<file path="config.mk">
export PLATFORM = sky130hd
export DESIGN_NAME = arith_instr_unit
export DESIGN_NICKNAME = d
export VERILOG_FILES = /design/src/arith_instr_unit.v
export VERILOG_INCLUDE_DIRS = /design/src
export SDC_FILE = /design/constraint.sdc
export NUM_CORES = 1
export LEC_CHECK = 0
export BUFFER_PORTS_ARGS = -buffer_cell sky130_fd_sc_hd__buf_2
export CORE_MARGIN = 2
export CORE_UTILIZATION = 53
export CTS_BUF_LIST = sky130_fd_sc_hd__clkbuf_8 sky130_fd_sc_hd__clkbuf_16
export CTS_CLUSTER_DIAMETER = 80
export CTS_CLUSTER_SIZE = 8
export DETAILED_ROUTE_END_ITERATION = 12
export PLACE_DENSITY = 0.81
export SYNTH_ARGS = -nofsm -noshare
export SYNTH_HDL_FRONTEND = slang
export SYNTH_SLANG_ARGS = --single-unit
</file>
<file path="constraint.sdc">
create_clock -name mclk -period 1.5 [get_ports mclk]
set_input_delay 0.15 -clock mclk [delete_from_list [all_inputs] [get_ports mclk]]
set_output_delay 0.15 -clock mclk [all_outputs]
set_load 0.1 [all_outputs]
</file>
<file path="src/arith_defines.vh">
// Constants for the arithmetic instruction unit: offsets, fields, opcodes, resets.
`ifndef ARITH_DEFINES_VH
`define ARITH_DEFINES_VH

// Register byte offsets.
`define OFS_WORK    12'h000
`define OFS_MEMB    12'h004
`define OFS_IMM     12'h008
`define OFS_FLAGS   12'h00c
`define OFS_CMD     12'h010
`define OFS_STATUS  12'h014

// Flag register bit positions.
`define FLAG_ZERO   0
`define FLAG_CARRY  1
`define FLAG_HALF   2
`define FLAG_WRAP   3

// Status register bit positions.
`define STAT_DONE   0
`define STAT_BADOP  1

// Operation codes written to the command register.
`define OP_ADD_AI   5'h00
`define OP_ADD_AM   5'h01
`define OP_ADD_MA   5'h02
`define OP_ADDC_AM  5'h03
`define OP_ADDC_MA  5'h04
`define OP_ADDC_A   5'h05
`define OP_ADDC_M   5'h06
`define OP_SUB_AI   5'h07
`define OP_SUB_AM   5'h08
`define OP_SUB_MA   5'h09
`define OP_SUBC_AM  5'h0a
`define OP_SUBC_MA  5'h0b
`define OP_SUBC_A   5'h0c
`define OP_SUBC_M   5'h0d
`define OP_INC      5'h0e
`define OP_DEC      5'h0f
`define OP_CLEAR    5'h10

// Reset values.
`define RST_BYTE    8'h00
`define RST_FLAGS   4'h0
`define RST_OPCODE  5'h00

`endif

</file>
<file path="src/arith_instr_unit.v">
// Arithmetic instruction unit of an 8-bit core, reached over APB.
//
// Overview of operation
// RULE1 - Add immediate to working register, all flags
// RULE2 - Add memory byte into working register
// RULE3 - Add working register into memory byte
// RULE4 - Add with carry, register or memory form
// RULE5 - Add carry to working register
// RULE6 - Add carry to memory byte
// RULE7 - Subtract immediate via two's complement add
// RULE8 - Working register minus memory into register
// RULE9 - Memory minus working register into memory
// RULE10 - Register minus memory minus carry
// RULE11 - Memory minus register minus carry
// RULE12 - Subtract carry from working register
// RULE13 - Subtract carry from memory byte
// RULE14 - Increment memory byte, update flags
// RULE15 - Decrement memory byte, update flags
// RULE16 - Clear memory byte, flags unchanged
// RULE17 - Zero, bit-3 half and signed overflow
// RULE18 - Carry is borrow on subtraction
`timescale 1ns/1ps
`include "arith_defines.vh"

module arith_instr_unit #(
  parameter ADDR_WIDTH = 12
) (
  input  wire                  mclk,
  input  wire                  resetn,
  input  wire                  psel,
  input  wire                  penable,
  input  wire                  pwrite,
  input  wire [ADDR_WIDTH-1:0] paddr,
  input  wire [31:0]           pwdata,
  input  wire [3:0]            pstrb,
  output wire                  pready,
  output wire                  pslverr,
  output wire [31:0]           prdata
);

  // Reset synchroniser state.
  reg        rstSync1_reg;
  reg        rstSync2_reg;
  wire       rstN;

  // Architectural state.
  reg  [7:0] workingRegister_reg;
  reg  [7:0] memByte_reg;
  reg  [7:0] immByte_reg;
  reg        zeroFlag_reg;
  reg        carryFlag_reg;
  reg        halfOutFlag_reg;
  reg        signedWrapFlag_reg;
  reg  [4:0] lastOp_reg;
  reg        doneFlag_reg;
  reg        badOpFlag_reg;
  reg [31:0] readData_reg;

  // Bus decode.
  wire       setupPhase;
  wire       accessWrite;
  wire       addrHit;
  wire       lowLane;
  wire       cmdWrite;
  reg [31:0] readData_next;

  // Operation decode and datapath.
  reg  [7:0] opA;
  reg  [7:0] opB;
  reg        carryIn;
  reg        isSub;
  reg        toMem;
  reg        updFlags;
  reg        updHalf;
  reg        legalOp;
  reg        doClear;
  wire [4:0] opCode;
  wire [7:0] addend;
  wire       addIn;
  wire [10:0] aluOut;
  wire [7:0] result;
  wire       carryOut;
  wire       halfOut;
  wire       wrapOut;
  wire       zeroOut;

  // Sum of two bytes and a carry; returns {overflow, half carry, carry, sum}.
  function [10:0] arith;
    input [7:0] a;
    input [7:0] b;
    input       ci;
    reg   [4:0] lo;
    reg   [8:0] full;
    reg         ov;
    begin
      lo   = {1'b0, a[3:0]} + {1'b0, b[3:0]} + {4'h0, ci};
      full = {1'b0, a} + {1'b0, b} + {8'h00, ci};
      ov   = (a[7] == b[7]) && (full[7] != a[7]);
      arith = {ov, lo[4], full[8], full[7:0]};
    end
  endfunction

  // True when the address names one of the mapped registers.
  function mapped;
    input [ADDR_WIDTH-1:0] addr;
    begin
      case (addr)
        `OFS_WORK, `OFS_MEMB, `OFS_IMM, `OFS_FLAGS, `OFS_CMD, `OFS_STATUS:
          mapped = 1'b1;
        default:
          mapped = 1'b0;
      endcase
    end
  endfunction

  // Reset release through two flip-flops; the second alone is used.
  always @(posedge mclk or negedge resetn)
  begin
    if (!resetn)
    begin
      rstSync1_reg <= 1'b0;
      rstSync2_reg <= 1'b0;
    end
    else
    begin
      rstSync1_reg <= 1'b1;
      rstSync2_reg <= rstSync1_reg;
    end
  end

  assign rstN = rstSync2_reg;

  // Zero-wait slave: read data is captured in setup, access ends at once.
  assign setupPhase  = psel && !penable;
  assign accessWrite = psel && penable && pwrite;
  assign addrHit     = mapped(paddr);
  assign lowLane     = pstrb[0];
  assign cmdWrite    = accessWrite && addrHit && lowLane && (paddr == `OFS_CMD);
  assign pready      = 1'b1;
  assign pslverr     = psel && penable && !addrHit;
  assign prdata      = readData_reg;
  assign opCode      = pwdata[4:0];

  // Read multiplexer; unmapped addresses read as zero.
  always @*
  begin
    readData_next = 32'h0000_0000;
    case (paddr)
      `OFS_WORK:   readData_next = {24'h000000, workingRegister_reg};
      `OFS_MEMB:   readData_next = {24'h000000, memByte_reg};
      `OFS_IMM:    readData_next = {24'h000000, immByte_reg};
      `OFS_FLAGS:  readData_next = {28'h0000000, signedWrapFlag_reg, halfOutFlag_reg,
                                    carryFlag_reg, zeroFlag_reg};
      `OFS_CMD:    readData_next = {27'h0, lastOp_reg};
      `OFS_STATUS: readData_next = {30'h0, badOpFlag_reg, doneFlag_reg};
      default:     readData_next = 32'h0000_0000;
    endcase
  end

  // Operand selection per operation; subtraction adds the complement.
  always @*
  begin
    opA      = workingRegister_reg;
    opB      = 8'h00;
    carryIn  = 1'b0;
    isSub    = 1'b0;
    toMem    = 1'b0;
    updFlags = 1'b1;
    updHalf  = 1'b1;
    legalOp  = 1'b1;
    doClear  = 1'b0;
    case (opCode)
      `OP_ADD_AI:
        opB = immByte_reg; // RULE1
      `OP_ADD_AM:
        opB = memByte_reg; // RULE2
      `OP_ADD_MA:
      begin
        opB   = memByte_reg; // RULE3
        toMem = 1'b1;
      end
      `OP_ADDC_AM:
      begin
        opB     = memByte_reg; // RULE4
        carryIn = carryFlag_reg;
      end
      `OP_ADDC_MA:
      begin
        opB     = memByte_reg; // RULE4
        carryIn = carryFlag_reg;
        toMem   = 1'b1;
      end
      `OP_ADDC_A:
        carryIn = carryFlag_reg; // RULE5
      `OP_ADDC_M:
      begin
        opA     = memByte_reg; // RULE6
        carryIn = carryFlag_reg;
        toMem   = 1'b1;
      end
      `OP_SUB_AI:
      begin
        opB   = immByte_reg; // RULE7
        isSub = 1'b1;
      end
      `OP_SUB_AM:
      begin
        opB   = memByte_reg; // RULE8
        isSub = 1'b1;
      end
      `OP_SUB_MA:
      begin
        opA   = memByte_reg; // RULE9
        opB   = workingRegister_reg;
        isSub = 1'b1;
        toMem = 1'b1;
      end
      `OP_SUBC_AM:
      begin
        opB     = memByte_reg; // RULE10
        carryIn = carryFlag_reg;
        isSub   = 1'b1;
      end
      `OP_SUBC_MA:
      begin
        opA     = memByte_reg; // RULE11
        opB     = workingRegister_reg;
        carryIn = carryFlag_reg;
        isSub   = 1'b1;
        toMem   = 1'b1;
      end
      `OP_SUBC_A:
      begin
        carryIn = carryFlag_reg; // RULE12
        isSub   = 1'b1;
      end
      `OP_SUBC_M:
      begin
        opA     = memByte_reg; // RULE13
        carryIn = carryFlag_reg;
        isSub   = 1'b1;
        toMem   = 1'b1;
        updHalf = 1'b0;
      end
      `OP_INC:
      begin
        opA     = memByte_reg; // RULE14
        carryIn = 1'b1;
        toMem   = 1'b1;
      end
      `OP_DEC:
      begin
        opA   = memByte_reg; // RULE15
        opB   = 8'h01;
        isSub = 1'b1;
        toMem = 1'b1;
      end
      `OP_CLEAR:
      begin
        toMem    = 1'b1; // RULE16
        doClear  = 1'b1;
        updFlags = 1'b0;
      end
      default:
      begin
        legalOp  = 1'b0;
        updFlags = 1'b0;
        updHalf  = 1'b0;
      end
    endcase
  end

  // One adder serves every form; a borrow is an absent carry.
  assign addend   = isSub ? ~opB : opB; // RULE7
  assign addIn    = isSub ? ~carryIn : carryIn;
  assign aluOut   = arith(opA, addend, addIn);
  assign result   = doClear ? 8'h00 : aluOut[7:0];
  assign carryOut = aluOut[8] ^ isSub; // RULE18
  assign halfOut  = aluOut[9] ^ isSub; // RULE17
  assign wrapOut  = aluOut[10]; // RULE17
  assign zeroOut  = (aluOut[7:0] == 8'h00); // RULE17

  // Capture read data during the setup phase.
  always @(posedge mclk or negedge rstN)
  begin
    if (!rstN)
      readData_reg <= 32'h0000_0000;
    else if (setupPhase)
      readData_reg <= readData_next;
  end

  // Operand registers: software writes, or a result from the datapath.
  always @(posedge mclk or negedge rstN)
  begin
    if (!rstN)
    begin
      workingRegister_reg <= `RST_BYTE;
      memByte_reg         <= `RST_BYTE;
      immByte_reg         <= `RST_BYTE;
    end
    else if (cmdWrite && legalOp)
    begin
      if (toMem)
        memByte_reg <= result; // RULE3
      else
        workingRegister_reg <= result; // RULE2
    end
    else if (accessWrite && lowLane)
    begin
      if (paddr == `OFS_WORK)
        workingRegister_reg <= pwdata[7:0];
      if (paddr == `OFS_MEMB)
        memByte_reg <= pwdata[7:0];
      if (paddr == `OFS_IMM)
        immByte_reg <= pwdata[7:0];
    end
  end

  // Flags: loaded by software, or updated by an operation that affects them.
  always @(posedge mclk or negedge rstN)
  begin
    if (!rstN)
    begin
      zeroFlag_reg       <= 1'b0;
      carryFlag_reg      <= 1'b0;
      halfOutFlag_reg    <= 1'b0;
      signedWrapFlag_reg <= 1'b0;
    end
    else if (cmdWrite && updFlags)
    begin
      zeroFlag_reg       <= zeroOut; // RULE17
      carryFlag_reg      <= carryOut; // RULE18
      signedWrapFlag_reg <= wrapOut;
      if (updHalf)
        halfOutFlag_reg <= halfOut; // RULE13
    end
    else if (accessWrite && lowLane && (paddr == `OFS_FLAGS))
    begin
      zeroFlag_reg       <= pwdata[`FLAG_ZERO];
      carryFlag_reg      <= pwdata[`FLAG_CARRY];
      halfOutFlag_reg    <= pwdata[`FLAG_HALF];
      signedWrapFlag_reg <= pwdata[`FLAG_WRAP];
    end
  end

  // Last command and sticky status; a new event wins over a clearing write.
  always @(posedge mclk or negedge rstN)
  begin
    if (!rstN)
    begin
      lastOp_reg    <= `RST_OPCODE;
      doneFlag_reg  <= 1'b0;
      badOpFlag_reg <= 1'b0;
    end
    else
    begin
      if (cmdWrite)
        lastOp_reg <= opCode;
      if (cmdWrite && legalOp)
        doneFlag_reg <= 1'b1;
      else if (accessWrite && lowLane && (paddr == `OFS_STATUS) && pwdata[`STAT_DONE])
        doneFlag_reg <= 1'b0;
      if (cmdWrite && !legalOp)
        badOpFlag_reg <= 1'b1;
      else if (accessWrite && lowLane && (paddr == `OFS_STATUS) && pwdata[`STAT_BADOP])
        badOpFlag_reg <= 1'b0;
    end
  end

endmodule

</file>
Word-level counts from Yosys, hierarchy flattened
Index checks and enable logic that the tools add are counted.
{"block": "op_classes", "add_sub_neg": 4, "n_eq_ne": 26, "n_mux": 35, "n_bitwise": 5, "reduce_logical": 43}
{"operator": "8-bit 2-to-1 mux", "count": 11}
{"operator": "8-bit one-hot mux with 6 select lines", "count": 1}
{"operator": "5-bit by 4-bit equality test with 1-bit output (second input constant)", "count": 8}
{"operator": "8-bit one-hot mux with 4 select lines", "count": 1}
{"operator": "16-bit OR reduction", "count": 2}
{"operator": "12-bit by 4-bit equality test with 1-bit output (second input constant)", "count": 2}
{"operator": "12-bit by 5-bit equality test with 1-bit output (second input constant)", "count": 2}
{"operator": "1-bit 2-to-1 mux", "count": 21}
{"operator": "5-bit by 3-bit equality test with 1-bit output (second input constant)", "count": 4}
{"operator": "6-bit OR reduction", "count": 3}
{"operator": "17-bit OR reduction", "count": 1}
{"operator": "1-bit logical AND", "count": 16}
{"operator": "8-bit OR reduction", "count": 2}
{"operator": "12-bit by 3-bit equality test with 1-bit output (second input constant)", "count": 1}
{"operator": "12-bit zero test", "count": 1}
{"operator": "2-bit nonzero test", "count": 6}
{"operator": "5-bit by 2-bit equality test with 1-bit output (second input constant)", "count": 2}
{"operator": "8-bit by 8-bit adder with 9-bit output", "count": 1}
{"operator": "9-bit by 1-bit adder with 9-bit output", "count": 1}
{"operator": "3-bit AND reduction", "count": 3}
{"operator": "9-bit OR reduction", "count": 1}
{"operator": "8-bit zero test", "count": 1}
{"operator": "8-bit inverter", "count": 1}
{"operator": "2-bit inequality test (second input constant)", "count": 3}
{"operator": "other kinds (13)", "count": 18}
{"block": "word_totals", "reg_bits": 69, "out_inout_bits": 34, "word_cells": 126}

Logic depth before layout (Yosys ltp)
{"block": "depth", "ltp_word": 10, "depth_mapped": 15, "mapped_depth_nobuf": 14}

Least setup slack after synthesis
Ideal clock, no wire load.
{"block": "synth_timing", "path_type": "input-to-reg", "start": "in pwdata[1]", "end": "reg zeroFlag_reg", "arrival_time_ns": 3.838, "required_time_ns": 1.405, "path_slack_ns": -2.434, "stages": 13, "path_buffers": 1, "path_cell_list": "clkbuf_1 -> or3_1 -> a211oi_1 -> a222oi_1 -> xnor2_1 -> fa_1 -> fa_1 -> a211oi_1 -> o21bai_1 -> a21oi_1 -> xnor2_1 -> or4_1 -> o31ai_1"}
{"block": "synth_via", "elab_chain_cells": 9, "elab_cells_between_ends": 38, "classes_between": "2 x add/sub; 15 x eq/ne; 8 x mux; 2 x bitwise; 11 x reduce/logical"}
{"element": "from (decl)", "line": "arith_instr_unit.v:34", "rtl": "input wire [31:0] pwdata,"}
{"element": "5-bit by 4-bit equality test with 1-bit output, or another cell as far along", "line": "arith_instr_unit.v:172", "rtl": "case (opCode)"}
{"element": "6-bit OR reduction (no line) or 2-bit OR reduction (tied branches)"}
{"element": "8-bit one-hot mux with 4 select lines", "line": "arith_instr_unit.v:172"}
{"element": "8-bit inverter", "line": "arith_instr_unit.v:274", "rtl": "assign addend = isSub ? ~opB : opB;"}
{"element": "8-bit 2-to-1 mux", "line": "arith_instr_unit.v:274"}
{"element": "8-bit by 8-bit adder with 9-bit output", "line": "arith_instr_unit.v:97", "rtl": "full = {1'b0, a} + {1'b0, b} + {8'h00, ci};"}
{"element": "9-bit by 1-bit adder with 9-bit output", "line": "arith_instr_unit.v:97"}
{"element": "8-bit zero test", "line": "arith_instr_unit.v:281", "rtl": "assign zeroOut = (aluOut[7:0] == 8'h00);"}
{"element": "1-bit 2-to-1 mux", "line": "arith_instr_unit.v:329", "rtl": "else if (cmdWrite && updFlags)"}
{"element": "to (signal assigned)", "line": "arith_instr_unit.v:331", "rtl": "zeroFlag_reg <= zeroOut;"}
{"element": "to (signal assigned)", "line": "arith_instr_unit.v:339", "rtl": "zeroFlag_reg <= pwdata[`FLAG_ZERO];"}
{"element": "to (decl)", "line": "arith_instr_unit.v:50", "rtl": "reg zeroFlag_reg;"}
Parallel ways exist; a longest one is shown, timed or not.
A chain may end at the register's enable or synchronous reset.

Worst setup path in the final report
Ends and elaborated chain as after synthesis.

==> metrics.cfg <==
[sta]
setup_slack_ps=-2110
setup_viol=44
holdWs_ps=102
slew_violations=0
max_slew_margin_pct=62.7
fmax_ghz=0.277
fin_crit_sh_pct=241
tns_ps=-36340
worstMarginPinSlew_ps=553
clock-skew-final_ps=9.20
grt_setup_unrepaired=yes
finalHoldViolations=0
min_period_ps=3610

[job]
maxCapViolations=0

[logic_synthesis]
synth_top_area_share_pct=35.4
synth_edf_count=0
synthTopCellsByCount=45 x dfrtp_1, 42 x nand2_1, 39 x o21ai_0, 25 x buf_4
yosysSeqAreaShare_pct=35.4
ys_ff_latch=45
ys.flop_type=dfrtp_1
yosys_warnings=0
syn-cell-area_sq_um=3180
netlist_instances=357
yosys.cell_types.count=47
syn_area_per_cell_sq_um=8.91
synthArstFlopShare_pct=100
synth.most_common_cell=dfrtp_1
synth_area_leaders=dfrtp_1 35%, o21ai_0 6.1%, mux2_2 6.0%, buf_4 5.9%, nand2_1 5.0%
synth_top_area_cell=dfrtp_1

[global_routing]
antenna_found_initial=0
grt_max_degree=29
grt-ovfl-total=0
grt_pass1_wl_mm=17.8
grt_pass1_vias=3492
grt_use_total_pct=36.3

[critical_path]
required_ps=1720
r2r_cells=12
critical_path_buf_inv_count=3
crit_family=compound AO/OA/AOI/OAI gates
rr_startpoint=workingRegister_reg[0]
startpoint_type=input pin
critical_path.cell_chain=clkbuf_4 -> buf_6 -> buf_4 -> nand2_2 -> o21a_1 -> nor2_4 -> nand2_1 -> o21ai_1 -> fa_2 -> fa_2 -> a211oi_2 -> o21bai_1 -> a21oi_1 -> xnor2_1 -> or4_4 -> o31ai_2
critPathMaxStageDelay_ps=540
cp_common_cell=fa_2
crit_arrival_ps=3830
worstSetupEndpointType=flip-flop
critPathSlowestCell=or4_4
critPathKind=in2reg
crit_fanout=4
r2r_end=zeroFlag_reg
r2r_slack_ps=-2070

[floorplanning]
die_y_microns=81.5
die-area_sq_um=6630
die_w_microns=81.5
core_area_sq_um=5850
io_pins=87
core.rowCount=28
start_util_pct=54.3

[power_and_ir_drop]
peakVddDrop_v=0.000504
power_w=0.00309
power_density_nw_per_um2=632
p_leak_nw=2.29

[detailed_routing]
viasPerCell=6.69
first_iter_violations=600
drc=0
vias=3867
firstDrtPassIters=6
routedWlPerCell_microns=24.7
drtAntennaViolNets=0
routed_wl_mm=14.3

[layout]
num_antenna_cells=0
stdcell_count=578
drive_gt1_share_pct=51.5
design_area_sq_um=4890
synthToLayoutAreaGrowth_pct=53.8
nNetsFinal=565

[placement]
hpwl_mm=7.74
portBuffers=34
dp.cells=552
gp_congestion=0.938
place_area_sq_um=4220

[clocking]
htree_levels=2
tritoncts=done
clock_latency_ps=310
path_clk_slew_ps=100
clockBufferDepth=2
cts_root_buffer=clkbuf_8
cts_made_buffers=5
clock-sinks=45

[hold_path]
holdPathStages=2
whs_endpoint=immByte_reg[5]
hold_path_class=in2reg
min-delay-start=pwdata[5]

[outcome]
violations=negative setup slack
run_status=finished, violations left

routing by layer:
layer,share of wire (%),track usage [%]
met1,35,41.9
met2,46,59.7
met3,11,8.90
met4,9.0,23.9
met5,0,0
stage by stage:
stage	utilization, %	worst slack, ps
finish	83.6	-2110
detailed placement	72.1	-1910
global route	83.6	-2140
floorplan	-	-1860
CTS	78.3	-1660
global placement	72.1	-1770
how the worst max path moves through the flow:
stage                            from           end  slack (ps)  cells past startpoint
2_1_floorplan               pwdata[1]  zeroFlag_reg       -1860                     13
3_3_place_gp                pwdata[1]  zeroFlag_reg       -1770                     13
3_5_place_dp                pwdata[1]  zeroFlag_reg       -1910                     13
4_1_cts        workingRegister_reg[0]  zeroFlag_reg       -1660                     12
5_1_grt                     pwdata[1]  zeroFlag_reg       -2140                     13
6_report                    pwdata[1]  zeroFlag_reg       -2110                     16
logic make-up (layout without fill, tap and decap cells):
| family | Yosys count | count (layout) | share of synthesized area, % |
|---|---|---|---|
| compound gates | 104 | 104 | 20.5 |
| xor+xnor | 17 | 17 | 4.68 |
| fa+ha+maj | 10 | 10 | 4.33 |
| buf+inv | 50 | 172 | 9.13 |
| flops | 45 | 45 | 35.4 |
| mux | 29 | 29 | 9.80 |
| other cells | 2 | 26 | 0.236 |
| simple gates | 100 | 100 | 15.9 |
report_power, final:
part	internal (W)	switching (W)
sequential	0.00122	0.0000106
clock	0.000486	0.000467
combinational	0.000281	0.000631
total	0.00198	0.00111
final cells by class:
| type | count | area (sq um) |
|---|---|---|
| inverter | 8 | 37.5 |
| timing repair buffer | 157 | 1240 |
| multi-input combinational | 286 | 2280 |
| clock buffer | 5 | 68.8 |
| fill | 283 | 962 |
| tap | 75 | 93.8 |
| sequential | 45 | 1130 |
| clock inverter | 2 | 35.0 |
cell usage in the layout, fill, tap and decap left out, types with 13 or more instances in the layout:
master	n
buf_4	103
dfrtp_1	44
nand2_1	37
buf_2	30
conb_1	26
o21ai_1	23
nor2_1	18
buf_6	15
o21ai_2	13
repair_timing:
| item | 4_1_cts | 5_1_grt |
|---|---|---|
| endpoints found under the hold margin | 2 | 0 |
| gates resized for setup | 46 | 62 |
| setup endpoints to repair | 44 | 44 |
| hold buffers | 1 | 0 |
| pin swaps | 20 | 32 |
| buffers inserted | 12 | 12 |
Power figures use the tool's default switching activity.
